## src/iprb_pkg.sv

```systemverilog
// package for the interrupt priority register bank b
// assumes an apb slave with 32-bit data, one register per aligned word
package iprb_pkg;
  // ==========================================================
  // register byte offsets
  localparam logic [7:0] SER_TIM_OFS = 8'h00;
  localparam logic [7:0] CAN_SPI_OFS = 8'h04;
  localparam logic [7:0] DMA3_OFS = 8'h08;
  localparam logic [7:0] DMA4_PP_OFS = 8'h0c;
  localparam logic [7:0] ENC_PWM_OFS = 8'h10;
  localparam logic [7:0] FLT_RTC_OFS = 8'h14;
  // ==========================================================
  // field positions (low bit of each 3-bit field)
  localparam int FLD_HI = 12;
  localparam int FLD_MH = 8;
  localparam int FLD_ML = 4;
  localparam int FLD_LO = 0;
  localparam int PRIO_W = 3;
  // ==========================================================
  // reset and special codes
  localparam logic [2:0] PRIO_RST = 3'h4;
  localparam logic [2:0] PRIO_OFF = 3'h0;
  // implemented-bit masks per register
  localparam logic [15:0] SER_TIM_MSK = 16'h7777;
  localparam logic [15:0] CAN_SPI_MSK = 16'h7777;
  localparam logic [15:0] DMA3_MSK = 16'h0007;
  localparam logic [15:0] DMA4_PP_MSK = 16'h0770;
  localparam logic [15:0] ENC_PWM_MSK = 16'h0770;
  localparam logic [15:0] FLT_RTC_MSK = 16'h7770;
  // reset word: 100 in every implemented field
  localparam logic [15:0] RST_WORD = 16'h4444;
endpackage : iprb_pkg

```

## src/iprb_reg_if.sv

```systemverilog
// interface carrying write strobes from the bus decode to one priority register
// assumes one writer (the top) and one register module
interface iprb_reg_if;
  logic wr;
  logic [15:0] wdata;
  logic [15:0] value;
  modport ctrl (output wr, output wdata, input value);
  modport regs (input wr, input wdata, output value);
endinterface : iprb_reg_if

```

## src/iprb_prio_reg.sv

```systemverilog
// one 16-bit priority register with a mask of implemented bits
// assumes synchronous active-high reset on the shared clock
module iprb_prio_reg #(
  parameter logic [15:0] MASK = 16'hffff
) (
  input wire logic clk,
  input wire logic srst,
  iprb_reg_if.regs bus
);
  logic [15:0] val_q;
  logic [15:0] val_d;
  // ==========================================================
  // storage
  // unimplemented bits never store, so they read zero
  assign val_d = bus.wr ? (bus.wdata & MASK) : val_q;
  always_ff @(posedge clk) begin
    if (srst) begin
      val_q <= iprb_pkg::RST_WORD & MASK;
    end else begin
      val_q <= val_d;
    end
  end
  assign bus.value = val_q;
endmodule : iprb_prio_reg

```

## src/iprb_top.sv

```systemverilog
// interrupt priority register bank b: six apb-mapped priority registers
// assumes apb master on MCLK; arbitration samples the priority outputs
//
// Local design decisions: the APB slave port and the placing of the registers.
module iprb_top #(
  parameter bit HAS_CAN = 1'b1
) (
  input wire logic MCLK,
  input wire logic SRST,
  input wire logic PSEL,
  input wire logic PENABLE,
  input wire logic PWRITE,
  input wire logic [7:0] PADDR,
  input wire logic [31:0] PWDATA,
  output logic [31:0] PRDATA,
  output logic PREADY,
  output logic PSLVERR,
  output logic [2:0] SERIAL2_TX_PRIO,
  output logic [2:0] SERIAL2_RX_PRIO,
  output logic [2:0] EXT_IRQ2_PRIO,
  output logic [2:0] TIMER5_PRIO,
  output logic [2:0] CAN_EVENT_PRIO,
  output logic [2:0] CAN_RX_READY_PRIO,
  output logic [2:0] SPI2_EVENT_PRIO,
  output logic [2:0] SPI2_ERROR_PRIO,
  output logic [2:0] DMA_CH3_PRIO,
  output logic [2:0] DMA_CH4_PRIO,
  output logic [2:0] PARALLEL_PORT_PRIO,
  output logic [2:0] ENCODER1_PRIO,
  output logic [2:0] PWM_UNIT1_PRIO,
  output logic [2:0] PWM_FAULT_A_PRIO,
  output logic [2:0] CALENDAR_CLOCK_PRIO,
  output logic [2:0] DMA_CH5_PRIO,
  output logic [15:0] SRC_ENABLED
);
  // ==========================================================
  // helpers
  function automatic logic [2:0] fld(input logic [15:0] w, input int lo);
    fld = w[lo +: iprb_pkg::PRIO_W];
  endfunction : fld

  // ==========================================================
  // apb decode
  iprb_reg_if r_ser ();
  iprb_reg_if r_can ();
  iprb_reg_if r_dma3 ();
  iprb_reg_if r_dma4 ();
  iprb_reg_if r_enc ();
  iprb_reg_if r_flt ();

  logic access;
  logic wr_en;
  logic hit_ser, hit_can, hit_dma3, hit_dma4, hit_enc, hit_flt, hit_any;
  logic [31:0] rdata_d;
  logic [31:0] rdata_q;
  logic err_q;

  // zero-wait slave: every access completes in its first access cycle
  assign access = PSEL & PENABLE;
  assign wr_en = access & PWRITE;
  assign hit_ser = PADDR == iprb_pkg::SER_TIM_OFS;
  assign hit_can = PADDR == iprb_pkg::CAN_SPI_OFS;
  assign hit_dma3 = PADDR == iprb_pkg::DMA3_OFS;
  assign hit_dma4 = PADDR == iprb_pkg::DMA4_PP_OFS;
  assign hit_enc = PADDR == iprb_pkg::ENC_PWM_OFS;
  assign hit_flt = PADDR == iprb_pkg::FLT_RTC_OFS;
  assign hit_any = hit_ser | hit_can | hit_dma3 | hit_dma4 | hit_enc | hit_flt;

  assign r_ser.wr = wr_en & hit_ser;
  assign r_can.wr = wr_en & hit_can;
  assign r_dma3.wr = wr_en & hit_dma3;
  assign r_dma4.wr = wr_en & hit_dma4;
  assign r_enc.wr = wr_en & hit_enc;
  assign r_flt.wr = wr_en & hit_flt;
  assign r_ser.wdata = PWDATA[15:0];
  assign r_can.wdata = PWDATA[15:0];
  assign r_dma3.wdata = PWDATA[15:0];
  assign r_dma4.wdata = PWDATA[15:0];
  assign r_enc.wdata = PWDATA[15:0];
  assign r_flt.wdata = PWDATA[15:0];

  // ==========================================================
  // registers
  iprb_prio_reg #(.MASK(iprb_pkg::SER_TIM_MSK)) u_ser (
    .clk(MCLK),
    .srst(SRST),
    .bus(r_ser)
  );
  iprb_prio_reg #(.MASK(iprb_pkg::CAN_SPI_MSK)) u_can (
    .clk(MCLK),
    .srst(SRST),
    .bus(r_can)
  );
  iprb_prio_reg #(.MASK(iprb_pkg::DMA3_MSK)) u_dma3 (
    .clk(MCLK),
    .srst(SRST),
    .bus(r_dma3)
  );
  iprb_prio_reg #(.MASK(iprb_pkg::DMA4_PP_MSK)) u_dma4 (
    .clk(MCLK),
    .srst(SRST),
    .bus(r_dma4)
  );
  iprb_prio_reg #(.MASK(iprb_pkg::ENC_PWM_MSK)) u_enc (
    .clk(MCLK),
    .srst(SRST),
    .bus(r_enc)
  );
  iprb_prio_reg #(.MASK(iprb_pkg::FLT_RTC_MSK)) u_flt (
    .clk(MCLK),
    .srst(SRST),
    .bus(r_flt)
  );

  // ==========================================================
  // read path
  // read data is combinational from the registers, flopped at the end of the setup cycle
  assign rdata_d = hit_ser ? {16'h0000, r_ser.value} :
                   hit_can ? {16'h0000, r_can.value} :
                   hit_dma3 ? {16'h0000, r_dma3.value} :
                   hit_dma4 ? {16'h0000, r_dma4.value} :
                   hit_enc ? {16'h0000, r_enc.value} :
                   hit_flt ? {16'h0000, r_flt.value} : 32'h00000000;

  always_ff @(posedge MCLK) begin
    if (SRST) begin
      rdata_q <= 32'h00000000;
      err_q <= 1'b0;
    end else begin
      if (PSEL & ~PENABLE) begin
        rdata_q <= rdata_d;
        err_q <= ~hit_any;
      end
    end
  end

  // setup captures the data so it stands through the access cycle
  assign PRDATA = rdata_q;
  assign PREADY = 1'b1;
  assign PSLVERR = access & err_q;

  // ==========================================================
  // priority outputs to arbitration
  logic can_on;
  assign can_on = HAS_CAN;

  assign SERIAL2_TX_PRIO = fld(r_ser.value, iprb_pkg::FLD_HI);
  assign SERIAL2_RX_PRIO = fld(r_ser.value, iprb_pkg::FLD_MH);
  assign EXT_IRQ2_PRIO = fld(r_ser.value, iprb_pkg::FLD_ML);
  assign TIMER5_PRIO = fld(r_ser.value, iprb_pkg::FLD_LO);
  // without the can controller the sources read as disabled to arbitration
  assign CAN_EVENT_PRIO = can_on ? fld(r_can.value, iprb_pkg::FLD_HI)
                                 : iprb_pkg::PRIO_OFF;
  assign CAN_RX_READY_PRIO = can_on ? fld(r_can.value, iprb_pkg::FLD_MH)
                                    : iprb_pkg::PRIO_OFF;
  assign SPI2_EVENT_PRIO = fld(r_can.value, iprb_pkg::FLD_ML);
  assign SPI2_ERROR_PRIO = fld(r_can.value, iprb_pkg::FLD_LO);
  assign DMA_CH3_PRIO = fld(r_dma3.value, iprb_pkg::FLD_LO);
  assign DMA_CH4_PRIO = fld(r_dma4.value, iprb_pkg::FLD_MH);
  assign PARALLEL_PORT_PRIO = fld(r_dma4.value, iprb_pkg::FLD_ML);
  assign ENCODER1_PRIO = fld(r_enc.value, iprb_pkg::FLD_MH);
  assign PWM_UNIT1_PRIO = fld(r_enc.value, iprb_pkg::FLD_ML);
  assign PWM_FAULT_A_PRIO = fld(r_flt.value, iprb_pkg::FLD_HI);
  assign CALENDAR_CLOCK_PRIO = fld(r_flt.value, iprb_pkg::FLD_MH);
  assign DMA_CH5_PRIO = fld(r_flt.value, iprb_pkg::FLD_ML);

  // a zero field keeps its source out of arbitration
  assign SRC_ENABLED = {
    SERIAL2_TX_PRIO != iprb_pkg::PRIO_OFF,
    SERIAL2_RX_PRIO != iprb_pkg::PRIO_OFF,
    EXT_IRQ2_PRIO != iprb_pkg::PRIO_OFF,
    TIMER5_PRIO != iprb_pkg::PRIO_OFF,
    CAN_EVENT_PRIO != iprb_pkg::PRIO_OFF,
    CAN_RX_READY_PRIO != iprb_pkg::PRIO_OFF,
    SPI2_EVENT_PRIO != iprb_pkg::PRIO_OFF,
    SPI2_ERROR_PRIO != iprb_pkg::PRIO_OFF,
    DMA_CH3_PRIO != iprb_pkg::PRIO_OFF,
    DMA_CH4_PRIO != iprb_pkg::PRIO_OFF,
    PARALLEL_PORT_PRIO != iprb_pkg::PRIO_OFF,
    ENCODER1_PRIO != iprb_pkg::PRIO_OFF,
    PWM_UNIT1_PRIO != iprb_pkg::PRIO_OFF,
    PWM_FAULT_A_PRIO != iprb_pkg::PRIO_OFF,
    CALENDAR_CLOCK_PRIO != iprb_pkg::PRIO_OFF,
    DMA_CH5_PRIO != iprb_pkg::PRIO_OFF
  };
endmodule : iprb_top

```

## config.mk

```make
export PLATFORM = sky130hd
export DESIGN_NAME = iprb_top
export DESIGN_NICKNAME = d
export VERILOG_FILES = /design/src/iprb_pkg.sv /design/src/iprb_reg_if.sv /design/src/iprb_prio_reg.sv /design/src/iprb_top.sv
export SDC_FILE = /design/constraint.sdc
export NUM_CORES = 1
export LEC_CHECK = 0
export ABC_AREA = 1
export BUFFER_PORTS_ARGS = -buffer_cell sky130_fd_sc_hd__clkbuf_2
export CORE_MARGIN = 5
export CORE_UTILIZATION = 45
export DETAILED_ROUTE_END_ITERATION = 12
export GPL_TIMING_DRIVEN = 0
export PLACE_DENSITY = 0.78
export SYNTH_ARGS = -nofsm -noshare
export SYNTH_HDL_FRONTEND = slang
export SYNTH_SLANG_ARGS = --single-unit
```

## constraint.sdc

```tcl
create_clock -name MCLK -period 1.43 [get_ports MCLK]
set_input_delay 0.286 -clock MCLK [delete_from_list [all_inputs] [get_ports MCLK]]
set_output_delay 0.286 -clock MCLK [all_outputs]
set_load 0.01 [all_outputs]
```

==> flow_summary.html, run 1 <==
<table>
<tr><th>Metric</th><th>Value</th></tr>
<tr><th colspan="2">Setup path</th></tr>
<tr><td>Req. time, crit path</td><td>1.14 ns</td></tr>
<tr><td>Critical Path Start Type</td><td>flop</td></tr>
<tr><td>Cell-by-cell trace of the critical path</td><td>or3_1 &gt; buf_2</td></tr>
<tr><td>Family with the most delay on the worst path</td><td>flip-flops</td></tr>
<tr><td>Slowest cell on crit path</td><td>sky130_fd_sc_hd__dfxtp_2</td></tr>
<tr><td>Element type at the critical path end</td><td>output port</td></tr>
<tr><td>Delay contributed by the slowest stage of the critical path</td><td>0.34 ns</td></tr>
<tr><td>Highest net fanout along the worst path</td><td>4</td></tr>
<tr><td>Combined buffer and inverter count along the critical path</td><td>1</td></tr>
<tr><td>CP Class</td><td>flop to output port</td></tr>
<tr><td>Data arrival time of the critical path</td><td>1.16 ns</td></tr>
<tr><th colspan="2">Power</th></tr>
<tr><td>Switching power share of the total</td><td>0.262</td></tr>
<tr><td>Design internal power</td><td>around 2.5 mW</td></tr>
<tr><td>Power Density</td><td>858 mW/mm²</td></tr>
<tr><td>Sequential cell fraction of total power</td><td>0.513</td></tr>
<tr><td>Worst IR Drop VDD</td><td>0.604 mV</td></tr>
<tr><td>Net switching power</td><td>slightly below 900 µW</td></tr>
<tr><td>Standby leakage power</td><td>1.93 nW</td></tr>
<tr><td>Clk network pwr share</td><td>0.402</td></tr>
<tr><td>Comb power frac</td><td>0.085</td></tr>
<tr><th colspan="2">Drt</th></tr>
<tr><td>Met2 layer wire length in the routed design</td><td>4.33 mm</td></tr>
<tr><td>DRC errors left</td><td>0</td></tr>
<tr><td>Per-cell via count in the routed design</td><td>5.05</td></tr>
<tr><td>Mean routed wirelength per cell</td><td>15.0 µm</td></tr>
<tr><td>DR vias</td><td>3214</td></tr>
<tr><td>Post-Route M1 WL</td><td>4.00 mm</td></tr>
<tr><td>DRC violation total after the first TritonRoute iteration</td><td>215</td></tr>
<tr><td>Antenna-violating nets left</td><td>0</td></tr>
<tr><td>Highest Signal Layer</td><td>met4</td></tr>
<tr><td>Post-Route WL</td><td>9.55 mm</td></tr>
<tr><td>Drt pass-1 iters</td><td>5</td></tr>
<tr><td>Routed met3 length</td><td>967 µm</td></tr>
<tr><th colspan="2">Place</th></tr>
<tr><td>Setup WS pre-CTS</td><td>-0.270 ns</td></tr>
<tr><td>Final Wtd Congestion</td><td>approximately 1.0</td></tr>
<tr><td>Detailed placement HPWL</td><td>7.28 mm</td></tr>
<tr><td>DP Area</td><td>0.00368 mm²</td></tr>
<tr><td>Buffers added on ports</td><td>101</td></tr>
<tr><th colspan="2">Global route</th></tr>
<tr><td>Number of global-route vias before repair</td><td>roughly 3000</td></tr>
<tr><td>Largest net degree at the start of global routing</td><td>11</td></tr>
<tr><td>Total GRT Usage</td><td>0.226</td></tr>
<tr><td>Overflow after GRT</td><td>0</td></tr>
<tr><td>Wire length of the first global-routing pass</td><td>15.1 mm</td></tr>
<tr><td>Number of antenna violations at the first check in global routing</td><td>0</td></tr>
<tr><th colspan="2">Clocking</th></tr>
<tr><td>CTS root buf</td><td>sky130_fd_sc_hd__clkbuf_8</td></tr>
<tr><td>Total of hold buffers inserted after clock tree synthesis</td><td>0</td></tr>
<tr><td>Register clock-pin slew on the reported worst setup and hold paths</td><td>approximately 0.07 ns</td></tr>
<tr><td>Num Clock Sinks</td><td>61</td></tr>
<tr><td>Clock latency on the worst-skew pair</td><td>0.34 ns</td></tr>
<tr><td>H-tree levels</td><td>3</td></tr>
<tr><td>Number of buffers inserted during clock tree synthesis</td><td>9</td></tr>
<tr><td>Clock tree from TritonCTS</td><td>built</td></tr>
<tr><td>CTS max path bufs</td><td>2</td></tr>
<tr><th colspan="2">STA</th></tr>
<tr><td>Highest clock rate</td><td>0.693 GHz</td></tr>
<tr><td>Max transition margin</td><td>0.648</td></tr>
<tr><td>Pin slew with the least headroom to its limit</td><td>0.529 ns</td></tr>
<tr><td>Slack of the critical path</td><td>-0.0127 ns</td></tr>
<tr><td>Final slew viol count</td><td>0</td></tr>
<tr><td>Final critical delay including setup and external delays</td><td>1.44 ns</td></tr>
<tr><td>Setup Skew</td><td>0.00584 ns</td></tr>
<tr><td>Setup repair after global routing missed its margin</td><td>true</td></tr>
<tr><td>Final Hold Viols</td><td>0</td></tr>
<tr><td>TNS Setup</td><td>-0.0170 ns</td></tr>
<tr><td>Worst hold margin</td><td>approximately 0.16 ns</td></tr>
<tr><td>Final worst-path cycle share</td><td>1.01</td></tr>
<tr><td>Setup violations, final</td><td>2</td></tr>
<tr><th colspan="2">Layout</th></tr>
<tr><td>Final non-filler cell area</td><td>0.00388 mm²</td></tr>
<tr><td>Nets@finish</td><td>600</td></tr>
<tr><td>Fill count</td><td>602</td></tr>
<tr><td>Diodes inserted</td><td>0</td></tr>
<tr><td>Share of post-route cells with drive strength above 1</td><td>0.349</td></tr>
<tr><td>Area delta synth-&gt;final</td><td>29.1%</td></tr>
<tr><th colspan="2">Run</th></tr>
<tr><td>MaxCap Viol Count</td><td>0</td></tr>
<tr><th colspan="2">Die</th></tr>
<tr><td>Std-Cell Core Area</td><td>0.00642 mm²</td></tr>
<tr><td>Initial standard-cell utilization of the core</td><td>0.469</td></tr>
<tr><td>Cell Rows</td><td>29</td></tr>
<tr><td>Horizontal die dimension</td><td>91.8 µm</td></tr>
<tr><td>Ports placed on the boundary</td><td>143</td></tr>
<tr><td>Overall die area</td><td>0.00843 mm²</td></tr>
<tr><td>Die boundary height</td><td>91.8 µm</td></tr>
<tr><th colspan="2">Synth</th></tr>
<tr><td>Number of synthesized register bits</td><td>61</td></tr>
<tr><td>Average footprint of a synthesized cell</td><td>between 7 and 8 µm²</td></tr>
<tr><td>Synth area leaders</td><td>sky130_fd_sc_hd__dfxtp_1, sky130_fd_sc_hd__nand2_1, sky130_fd_sc_hd__nor2_1</td></tr>
<tr><td>Portion of the post-synthesis area used by sequential elements</td><td>0.406</td></tr>
<tr><td>Ys Warns</td><td>0</td></tr>
<tr><td>Post-synthesis cell type with the largest combined area</td><td>sky130_fd_sc_hd__dfxtp_1</td></tr>
<tr><td>Cells after synthesis</td><td>420</td></tr>
<tr><td>Portion of synthesized cell area occupied by the leading cell type</td><td>0.406</td></tr>
<tr><td>Cell area after technology mapping</td><td>roughly 0.003 mm²</td></tr>
<tr><td>Post-synth cell types</td><td>29</td></tr>
<tr><th colspan="2">Worst hold path</th></tr>
<tr><td>Path category of the worst min-delay check</td><td>input pin to flop</td></tr>
<tr><th colspan="2">Run status</th></tr>
<tr><td>Violations in the final reports</td><td>setup timing</td></tr>
<tr><td>Result of the run</td><td>finished with violations</td></tr>
</table>
-- power by group through the flow --
stage          clock network (mW)  registers (mW)  logic [mW]
2_1_floorplan                   0            1.75       0.170
3_3_place_gp                    0            1.75       0.268
3_5_place_dp                    0            1.75       0.273
4_1_cts                      1.34            1.71       0.275
5_1_grt                      1.42            1.71       0.306
6_report                     1.34            1.71       0.282
-- area by class of cell --
cell class | instances | area [µm²] | area share
plain buffers | 36 | 255 | 0.0657
clock buffers | 10 | 138 | 0.0354
clock inverters | 5 | 27.5 | 0.00709
inverters | 46 | 173 | 0.0444
multi-input cells | 296 | 1430 | 0.369
flip-flops and latches | 61 | 1230 | 0.316
well taps | 77 | 96.3 | 0.0248
repair buffers | 105 | 536 | 0.138
-- flip-flops by register name, summed over array words and instances (netlist names) --
name / count
u_ser.bus.value: 12
u_enc.bus.value: 6
PRDATA: 12
u_can.bus.value: 12
u_dma4.bus.value: 6
u_dma3.bus.value: 3
err_q: 1
u_flt.bus.value: 9
-- what timing repair did --
item | 4_1_cts | 5_1_grt
setup buffers | 3 | 1
resized for setup | 4 | 3
pin swaps | 0 | 0
endpoints found under the setup margin | 2 | 6
-- cells by family after synthesis --
family,share of synthesized area
AOI/OAI and AO/OA,0.171
buffers and inverters,0.142
DFF,0.406
other,0.00249
and+or+nand+nor,0.279
-- Yosys cell counts (all sizes together) --
| cell | number |
|---|---|
| o21ai | 46 |
| nor3 | 1 |
| nand3 | 33 |
| dfxtp | 61 |
| clkbuf | 7 |
| conb | 2 |
| inv | 46 |
| nand4 | 3 |
| and2 | 1 |
| a21oi | 34 |
| nor2 | 64 |
| buf | 29 |
| and3 | 1 |
| nand2 | 78 |
| o211ai | 9 |
| or3 | 2 |
| o22ai | 3 |
-- layer usage --
metal,vias up,global-route usage
met5,-,0
met4,0,0.104
met3,27,0.0491
met2,171,0.355
met1,1422,0.296
li1,1594,-
-- worst reg2reg max path, cell delays in order (launching register included) --
cell	delay, ns
sky130_fd_sc_hd__dfxtp_2	0.32
sky130_fd_sc_hd__buf_4	0.12
sky130_fd_sc_hd__buf_4	0.14
sky130_fd_sc_hd__nand2_1	0.08
sky130_fd_sc_hd__nand3_1	0.09
sky130_fd_sc_hd__o21ai_1	0.23
sky130_fd_sc_hd__a21oi_1	0.09
-- final timing paths --
path | from | to | slack (ns) | depth (start not counted)
min | SRST | PRDATA[10] | 0.16 | 2
max | u_enc.bus.value[8] | SRC_ENABLED[4] | -0.01 | 2
min reg2reg | PRDATA[10] | PRDATA[10] | 0.47 | 2
max reg2reg | u_enc.bus.value[10] | PRDATA[10] | 0.25 | 6
-- cell usage in the layout, fill, tap and decap left out, drive strengths merged, types with 4 or more instances in the layout --
cell type and instances:
clkinv 4, clkbuf 117, conb 21, dfxtp 61, nand2 78, a21oi 34
inv 46, o21ai 46, o211ai 9, buf 34, nor2 64, nand3 33
-- through the flow --
step                power, mW  std cells   util
finish                   3.33        636  0.605
CTS                      3.33        635  0.604
global placement         2.02        617  0.574
global route             3.44        636  0.605
detailed placement       2.02        617  0.574
floorplan                1.92        439      -
Note: power is estimated with default switching activity, not from simulation.
==> run 2, diff against run 1 <==
--- a/config.mk
+++ b/config.mk
@@ -11,7 +11,9 @@
 export CORE_UTILIZATION = 45
 export DETAILED_ROUTE_END_ITERATION = 12
 export GPL_TIMING_DRIVEN = 0
-export PLACE_DENSITY = 0.78
+export PLACE_DENSITY = 0.72
+export SLEW_MARGIN = 20
 export SYNTH_ARGS = -nofsm -noshare
 export SYNTH_HDL_FRONTEND = slang
+export SYNTH_HIERARCHICAL = 1
 export SYNTH_SLANG_ARGS = --single-unit
==> constraint.sdc (replaced) <==
create_clock -name MCLK -period 1.43 [get_ports MCLK]
set_input_delay 0.143 -clock MCLK [delete_from_list [all_inputs] [get_ports MCLK]]
set_output_delay 0.143 -clock MCLK [all_outputs]
set_load 0.01 [all_outputs]
==> run 2 against run 1 <==
  * The flow now finishes without violations
  * Global-route usage is 0.28 points lower
  * Clock-buffer cell count grew 1
  * Non-clock buffer count grew 53
  * Clock skew grew 0.0038 ns
  * Highest routed layer unchanged
==> flow_summary.html, run 2 <==
<table>
<tr><th>Metric</th><th>Value</th></tr>
<tr><th colspan="2">Worst hold path</th></tr>
<tr><td>Endpoint, Worst Hold</td><td>u_can/bus.value[2] (was PRDATA[10])</td></tr>
<tr><td>Worst Min Path Start</td><td>PWDATA[2] (was SRST)</td></tr>
<tr><td>Hold-critical path depth</td><td>3 (was 2)</td></tr>
<tr><td>Path category of the worst min-delay check</td><td>input pin to flop (unchanged)</td></tr>
<tr><th colspan="2">STA</th></tr>
<tr><td>Highest clock rate</td><td>0.731 GHz (was 0.693 GHz)</td></tr>
<tr><td>Setup Skew</td><td>0.00969 ns (was 0.00584 ns)</td></tr>
<tr><td>Setup violations, final</td><td>0 (was 2)</td></tr>
<tr><td>Final Hold Viols</td><td>0 (unchanged)</td></tr>
<tr><td>Final critical delay including setup and external delays</td><td>1.37 ns (was 1.44 ns)</td></tr>
<tr><td>Setup repair after global routing missed its margin</td><td>false (was true)</td></tr>
<tr><td>Final slew viol count</td><td>0 (unchanged)</td></tr>
<tr><td>Worst hold margin</td><td>0.0691 ns (was 0.160 ns)</td></tr>
<tr><td>Final worst-path cycle share</td><td>0.956 (was 1.01)</td></tr>
<tr><th colspan="2">Clocking</th></tr>
<tr><td>Total of hold buffers inserted after clock tree synthesis</td><td>0 (unchanged)</td></tr>
<tr><td>Number of buffers inserted during clock tree synthesis</td><td>9 (unchanged)</td></tr>
<tr><td>Num Clock Sinks</td><td>65 (was 61)</td></tr>
<tr><td>Clock latency on the worst-skew pair</td><td>0.35 ns (was 0.34 ns)</td></tr>
<tr><td>Clock tree from TritonCTS</td><td>built (unchanged)</td></tr>
<tr><td>H-tree levels</td><td>3 (unchanged)</td></tr>
<tr><td>CTS max path bufs</td><td>2 (unchanged)</td></tr>
<tr><td>CTS root buf</td><td>sky130_fd_sc_hd__clkbuf_8 (unchanged)</td></tr>
<tr><td>Register clock-pin slew on the reported worst setup and hold paths</td><td>0.07 ns (about the same)</td></tr>
<tr><th colspan="2">Global route</th></tr>
<tr><td>Total GRT Usage</td><td>0.223 (was 0.226)</td></tr>
<tr><td>Number of antenna violations at the first check in global routing</td><td>0 (unchanged)</td></tr>
<tr><td>Most congested layer reported by global routing</td><td>met2 (unchanged)</td></tr>
<tr><td>GRT met1 Usage</td><td>0.298 (was 0.296)</td></tr>
<tr><td>Met3 layer usage reported by global route</td><td>0.0343 (was 0.0491)</td></tr>
<tr><td>Number of global-route vias before repair</td><td>4067 (was 3040)</td></tr>
<tr><td>Wire length of the first global-routing pass</td><td>20.4 mm (was 15.1 mm)</td></tr>
<tr><td>Largest net degree at the start of global routing</td><td>11 (unchanged)</td></tr>
<tr><td>Overflow after GRT</td><td>0 (unchanged)</td></tr>
<tr><td>Global Route met2 Usage</td><td>0.357 (was 0.355)</td></tr>
<tr><th colspan="2">Setup path</th></tr>
<tr><td>Element type at the critical path end</td><td>output port (unchanged)</td></tr>
<tr><td>Highest net fanout along the worst path</td><td>4 (unchanged)</td></tr>
<tr><td>Cell-by-cell trace of the critical path</td><td>or3_1 &gt; clkbuf_2 (was or3_1 &gt; buf_2)</td></tr>
<tr><td>Slowest cell on crit path</td><td>sky130_fd_sc_hd__or3_1 (was sky130_fd_sc_hd__dfxtp_2)</td></tr>
<tr><td>Reg-to-reg critical path endpoint</td><td>PRDATA[12] (was PRDATA[10])</td></tr>
<tr><td>Origin of the worst setup path</td><td>u_can/bus.value[9] (was u_enc.bus.value[8])</td></tr>
<tr><td>Critical Path Start Type</td><td>flop (unchanged)</td></tr>
<tr><td>Number of cells on the worst reg-to-reg path</td><td>8 (was 6)</td></tr>
<tr><td>Req. time, crit path</td><td>1.29 ns (was 1.14 ns)</td></tr>
<tr><td>Beginning of the worst register-to-register path</td><td>u_flt/bus.value[12] (was u_enc.bus.value[10])</td></tr>
<tr><td>Data arrival time of the critical path</td><td>1.22 ns (was 1.16 ns)</td></tr>
<tr><td>CP Class</td><td>flop to output port (unchanged)</td></tr>
<tr><td>Delay contributed by the slowest stage of the critical path</td><td>0.38 ns (was 0.34 ns)</td></tr>
<tr><td>Flop2flop setup slack</td><td>0.32 ns (was 0.25 ns)</td></tr>
<tr><th colspan="2">Drt</th></tr>
<tr><td>Mean routed wirelength per cell</td><td>12.5 µm (was 15.0 µm)</td></tr>
<tr><td>Drt pass-1 iters</td><td>5 (unchanged)</td></tr>
<tr><td>DR vias</td><td>4450 (was 3214)</td></tr>
<tr><td>Post-Route WL</td><td>12.6 mm (was 9.55 mm)</td></tr>
<tr><td>Per-cell via count in the routed design</td><td>4.41 (was 5.05)</td></tr>
<tr><td>DRC violation total after the first TritonRoute iteration</td><td>277 (was 215)</td></tr>
<tr><td>DRC errors left</td><td>0 (unchanged)</td></tr>
<tr><td>Antenna-violating nets left</td><td>0 (unchanged)</td></tr>
<tr><th colspan="2">Layout</th></tr>
<tr><td>Diodes inserted</td><td>0 (unchanged)</td></tr>
<tr><td>Share of post-route cells with drive strength above 1</td><td>0.286 (was 0.349)</td></tr>
<tr><td>Final non-filler cell area</td><td>0.00554 mm² (was 0.00388 mm²)</td></tr>
<tr><td>Nets@finish</td><td>917 (was 600)</td></tr>
<tr><td>Number of flip-flops under the largest register name</td><td>16</td></tr>
<tr><td>Fill count</td><td>1043 (was 602)</td></tr>
<tr><td>Area delta synth-&gt;final</td><td>26.1% (was 29.1%)</td></tr>
<tr><td>Final core occ</td><td>0.575 (was 0.605)</td></tr>
<tr><td>Leading cell types in the layout, fill and taps excluded</td><td>sky130_fd_sc_hd__nand2_1, sky130_fd_sc_hd__nor2_1, sky130_fd_sc_hd__clkbuf_2, sky130_fd_sc_hd__inv_1, sky130_fd_sc_hd__buf_4 (was sky130_fd_sc_hd__clkbuf_2, sky130_fd_sc_hd__nand2_1, sky130_fd_sc_hd__dfxtp_1, sky130_fd_sc_hd__nor2_1, sky130_fd_sc_hd__nand3_1)</td></tr>
<tr><td>Most frequent standard cell in the layout excluding fill and tap cells</td><td>sky130_fd_sc_hd__nand2_1 (was sky130_fd_sc_hd__clkbuf_2)</td></tr>
<tr><th colspan="2">Synth</th></tr>
<tr><td>Most used DFF post-synth</td><td>sky130_fd_sc_hd__dfxtp_1 (unchanged)</td></tr>
<tr><td>Top-count cell post-synth</td><td>sky130_fd_sc_hd__nand2_1 (unchanged)</td></tr>
<tr><td>Cells after synthesis</td><td>699 (was 420)</td></tr>
<tr><td>Top post-synthesis cells by count</td><td>sky130_fd_sc_hd__nand2_1, sky130_fd_sc_hd__nor2_1, sky130_fd_sc_hd__inv_1, sky130_fd_sc_hd__buf_4, sky130_fd_sc_hd__dfxtp_1 (was sky130_fd_sc_hd__nand2_1, sky130_fd_sc_hd__dfxtp_1, sky130_fd_sc_hd__nor2_1, sky130_fd_sc_hd__nand3_1, sky130_fd_sc_hd__o21ai_1)</td></tr>
<tr><td>Post-synthesis cell type with the largest combined area</td><td>sky130_fd_sc_hd__dfxtp_1 (unchanged)</td></tr>
<tr><td>Synth area leaders</td><td>sky130_fd_sc_hd__dfxtp_1, sky130_fd_sc_hd__nand2_1, sky130_fd_sc_hd__buf_4 (was sky130_fd_sc_hd__dfxtp_1, sky130_fd_sc_hd__nand2_1, sky130_fd_sc_hd__nor2_1)</td></tr>
<tr><td>Post-synth cell types</td><td>32 (was 29)</td></tr>
<tr><td>Number of synthesized register bits</td><td>65 (was 61)</td></tr>
<tr><td>Ys Warns</td><td>6 (was 0)</td></tr>
<tr><td>Share of flip-flops with an asynchronous set or reset after synthesis</td><td>0 (unchanged)</td></tr>
<tr><td>Cell area after technology mapping</td><td>0.00439 mm² (was 0.00301 mm²)</td></tr>
<tr><td>Portion of the post-synthesis area used by sequential elements</td><td>0.296 (was 0.406)</td></tr>
<tr><td>Average footprint of a synthesized cell</td><td>6.29 µm² (was 7.17 µm²)</td></tr>
<tr><td>EDFF count, synth</td><td>0 (unchanged)</td></tr>
<tr><td>Portion of synthesized cell area occupied by the leading cell type</td><td>0.296 (was 0.406)</td></tr>
<tr><th colspan="2">Die</th></tr>
<tr><td>Ports placed on the boundary</td><td>143 (unchanged)</td></tr>
<tr><td>Overall die area</td><td>0.0118 mm² (was 0.00843 mm²)</td></tr>
<tr><td>Initial standard-cell utilization of the core</td><td>0.456 (was 0.469)</td></tr>
<tr><td>Die boundary height</td><td>109 µm (was 91.8 µm)</td></tr>
<tr><td>Horizontal die dimension</td><td>109 µm (was 91.8 µm)</td></tr>
<tr><td>Cell Rows</td><td>36 (was 29)</td></tr>
<tr><td>Std-Cell Core Area</td><td>0.00964 mm² (was 0.00642 mm²)</td></tr>
<tr><th colspan="2">Run status</th></tr>
<tr><td>Result of the run</td><td>finished, final reports clean (was finished with violations)</td></tr>
<tr><th colspan="2">Place</th></tr>
<tr><td>Buffers added on ports</td><td>105 (was 101)</td></tr>
<tr><td>Detailed placement HPWL</td><td>9.84 mm (was 7.28 mm)</td></tr>
<tr><td>Final Wtd Congestion</td><td>0.893 (was 1.00)</td></tr>
<tr><td>DP Area</td><td>0.00530 mm² (was 0.00368 mm²)</td></tr>
<tr><th colspan="2">Power</th></tr>
<tr><td>Standby leakage power</td><td>3.04 nW (was 1.93 nW)</td></tr>
<tr><td>Worst IR Drop VDD</td><td>0.461 mV (was 0.604 mV)</td></tr>
<tr><td>Power Density</td><td>732 mW/mm² (was 858 mW/mm²)</td></tr>
<tr><th colspan="2">Run</th></tr>
<tr><td>MaxCap Viol Count</td><td>0 (unchanged)</td></tr>
</table>
[run 2: changes by cell type after synthesis, sizes merged, moves of 7 or more]
cell | previous run | this run
buf | 29 | 84
inv | 46 | 77
nand2 | 78 | 200
nand3 | 33 | 57
nor2 | 64 | 137
o211ai | 9 | 2
o21ai | 46 | 12
[run 2: layout make-up]
class	count	area [µm²]	area share
Sequential cell	65	1300	0.235
Tap cell	133	166	0.0300
Clock inverter	3	65.1	0.0117
Buffer	89	731	0.132
Inverter	79	302	0.0544
Multi-Input combinational cell	523	2300	0.415
Clock buffer	11	151	0.0273
Timing Repair Buffer	105	526	0.0949
[run 2: worst max path at each step]
stage | end | slack [ns]
3_5_place_dp | u_can/bus.value[8] | -0.31
2_1_floorplan | u_can/bus.value[1] | 0.06
3_3_place_gp | u_can/bus.value[12] | -0.27
5_1_grt | u_dma4/bus.value[9] | 0.003
4_1_cts | u_can/bus.value[9] | 0.04
6_report | SRC_ENABLED[10] | 0.06
[run 2: metrics by stage]
stage | worst slack (ns) | TNS, ns | power [mW] | std cells
finish | 0.0623 | 0 | 4.05 | 1008
global route | 0.00331 | 0 | 4.20 | 1008
CTS | 0.0414 | 0 | 4.05 | 1008
detailed placement | -0.307 | -11.21 | 2.31 | 994
global placement | -0.275 | -10.35 | 2.30 | 994
floorplan | 0.0629 | 0 | 2.20 | 756
[run 2: kinds of logic (layout without fill, tap and decap cells)]
logic type             Yosys count  in the layout  synth area share
AOI/OAI and AO/OA               54             54            0.0672
DFF                             65             65             0.296
other                            8             65           0.00683
and+or+nand+nor                404            404             0.395
buffers and inverters          168            287             0.234
[run 2: routing by layer]
layer | share of wire | wire, µm | vias up
met5 | 0 | 0 | -
li1 | - | - | 2345
met1 | 0.44 | 5580 | 1920
met4 | 0.030 | 372 | 0
met2 | 0.47 | 5840 | 160
met3 | 0.061 | 761 | 25
[run 2: power breakdown]
group	internal [mW]	total [mW]	switching, mW
clock network	1.06	1.77	0.718
logic	0.208	0.462	0.254
registers	1.81	1.82	0.00333
[run 2: worst max-delay path: cells and delay by family (launching register included)]
kind | cells | cell delay [ns]
buffers and inverters | 1 | 0.13
DFF | 1 | 0.37
and+or+nand+nor | 1 | 0.38
[run 2: timing repair]
action / CTS / global route
setup endpoints to repair: 0 / 17
resized for setup: 0 / 6
setup buffers: 0 / 0
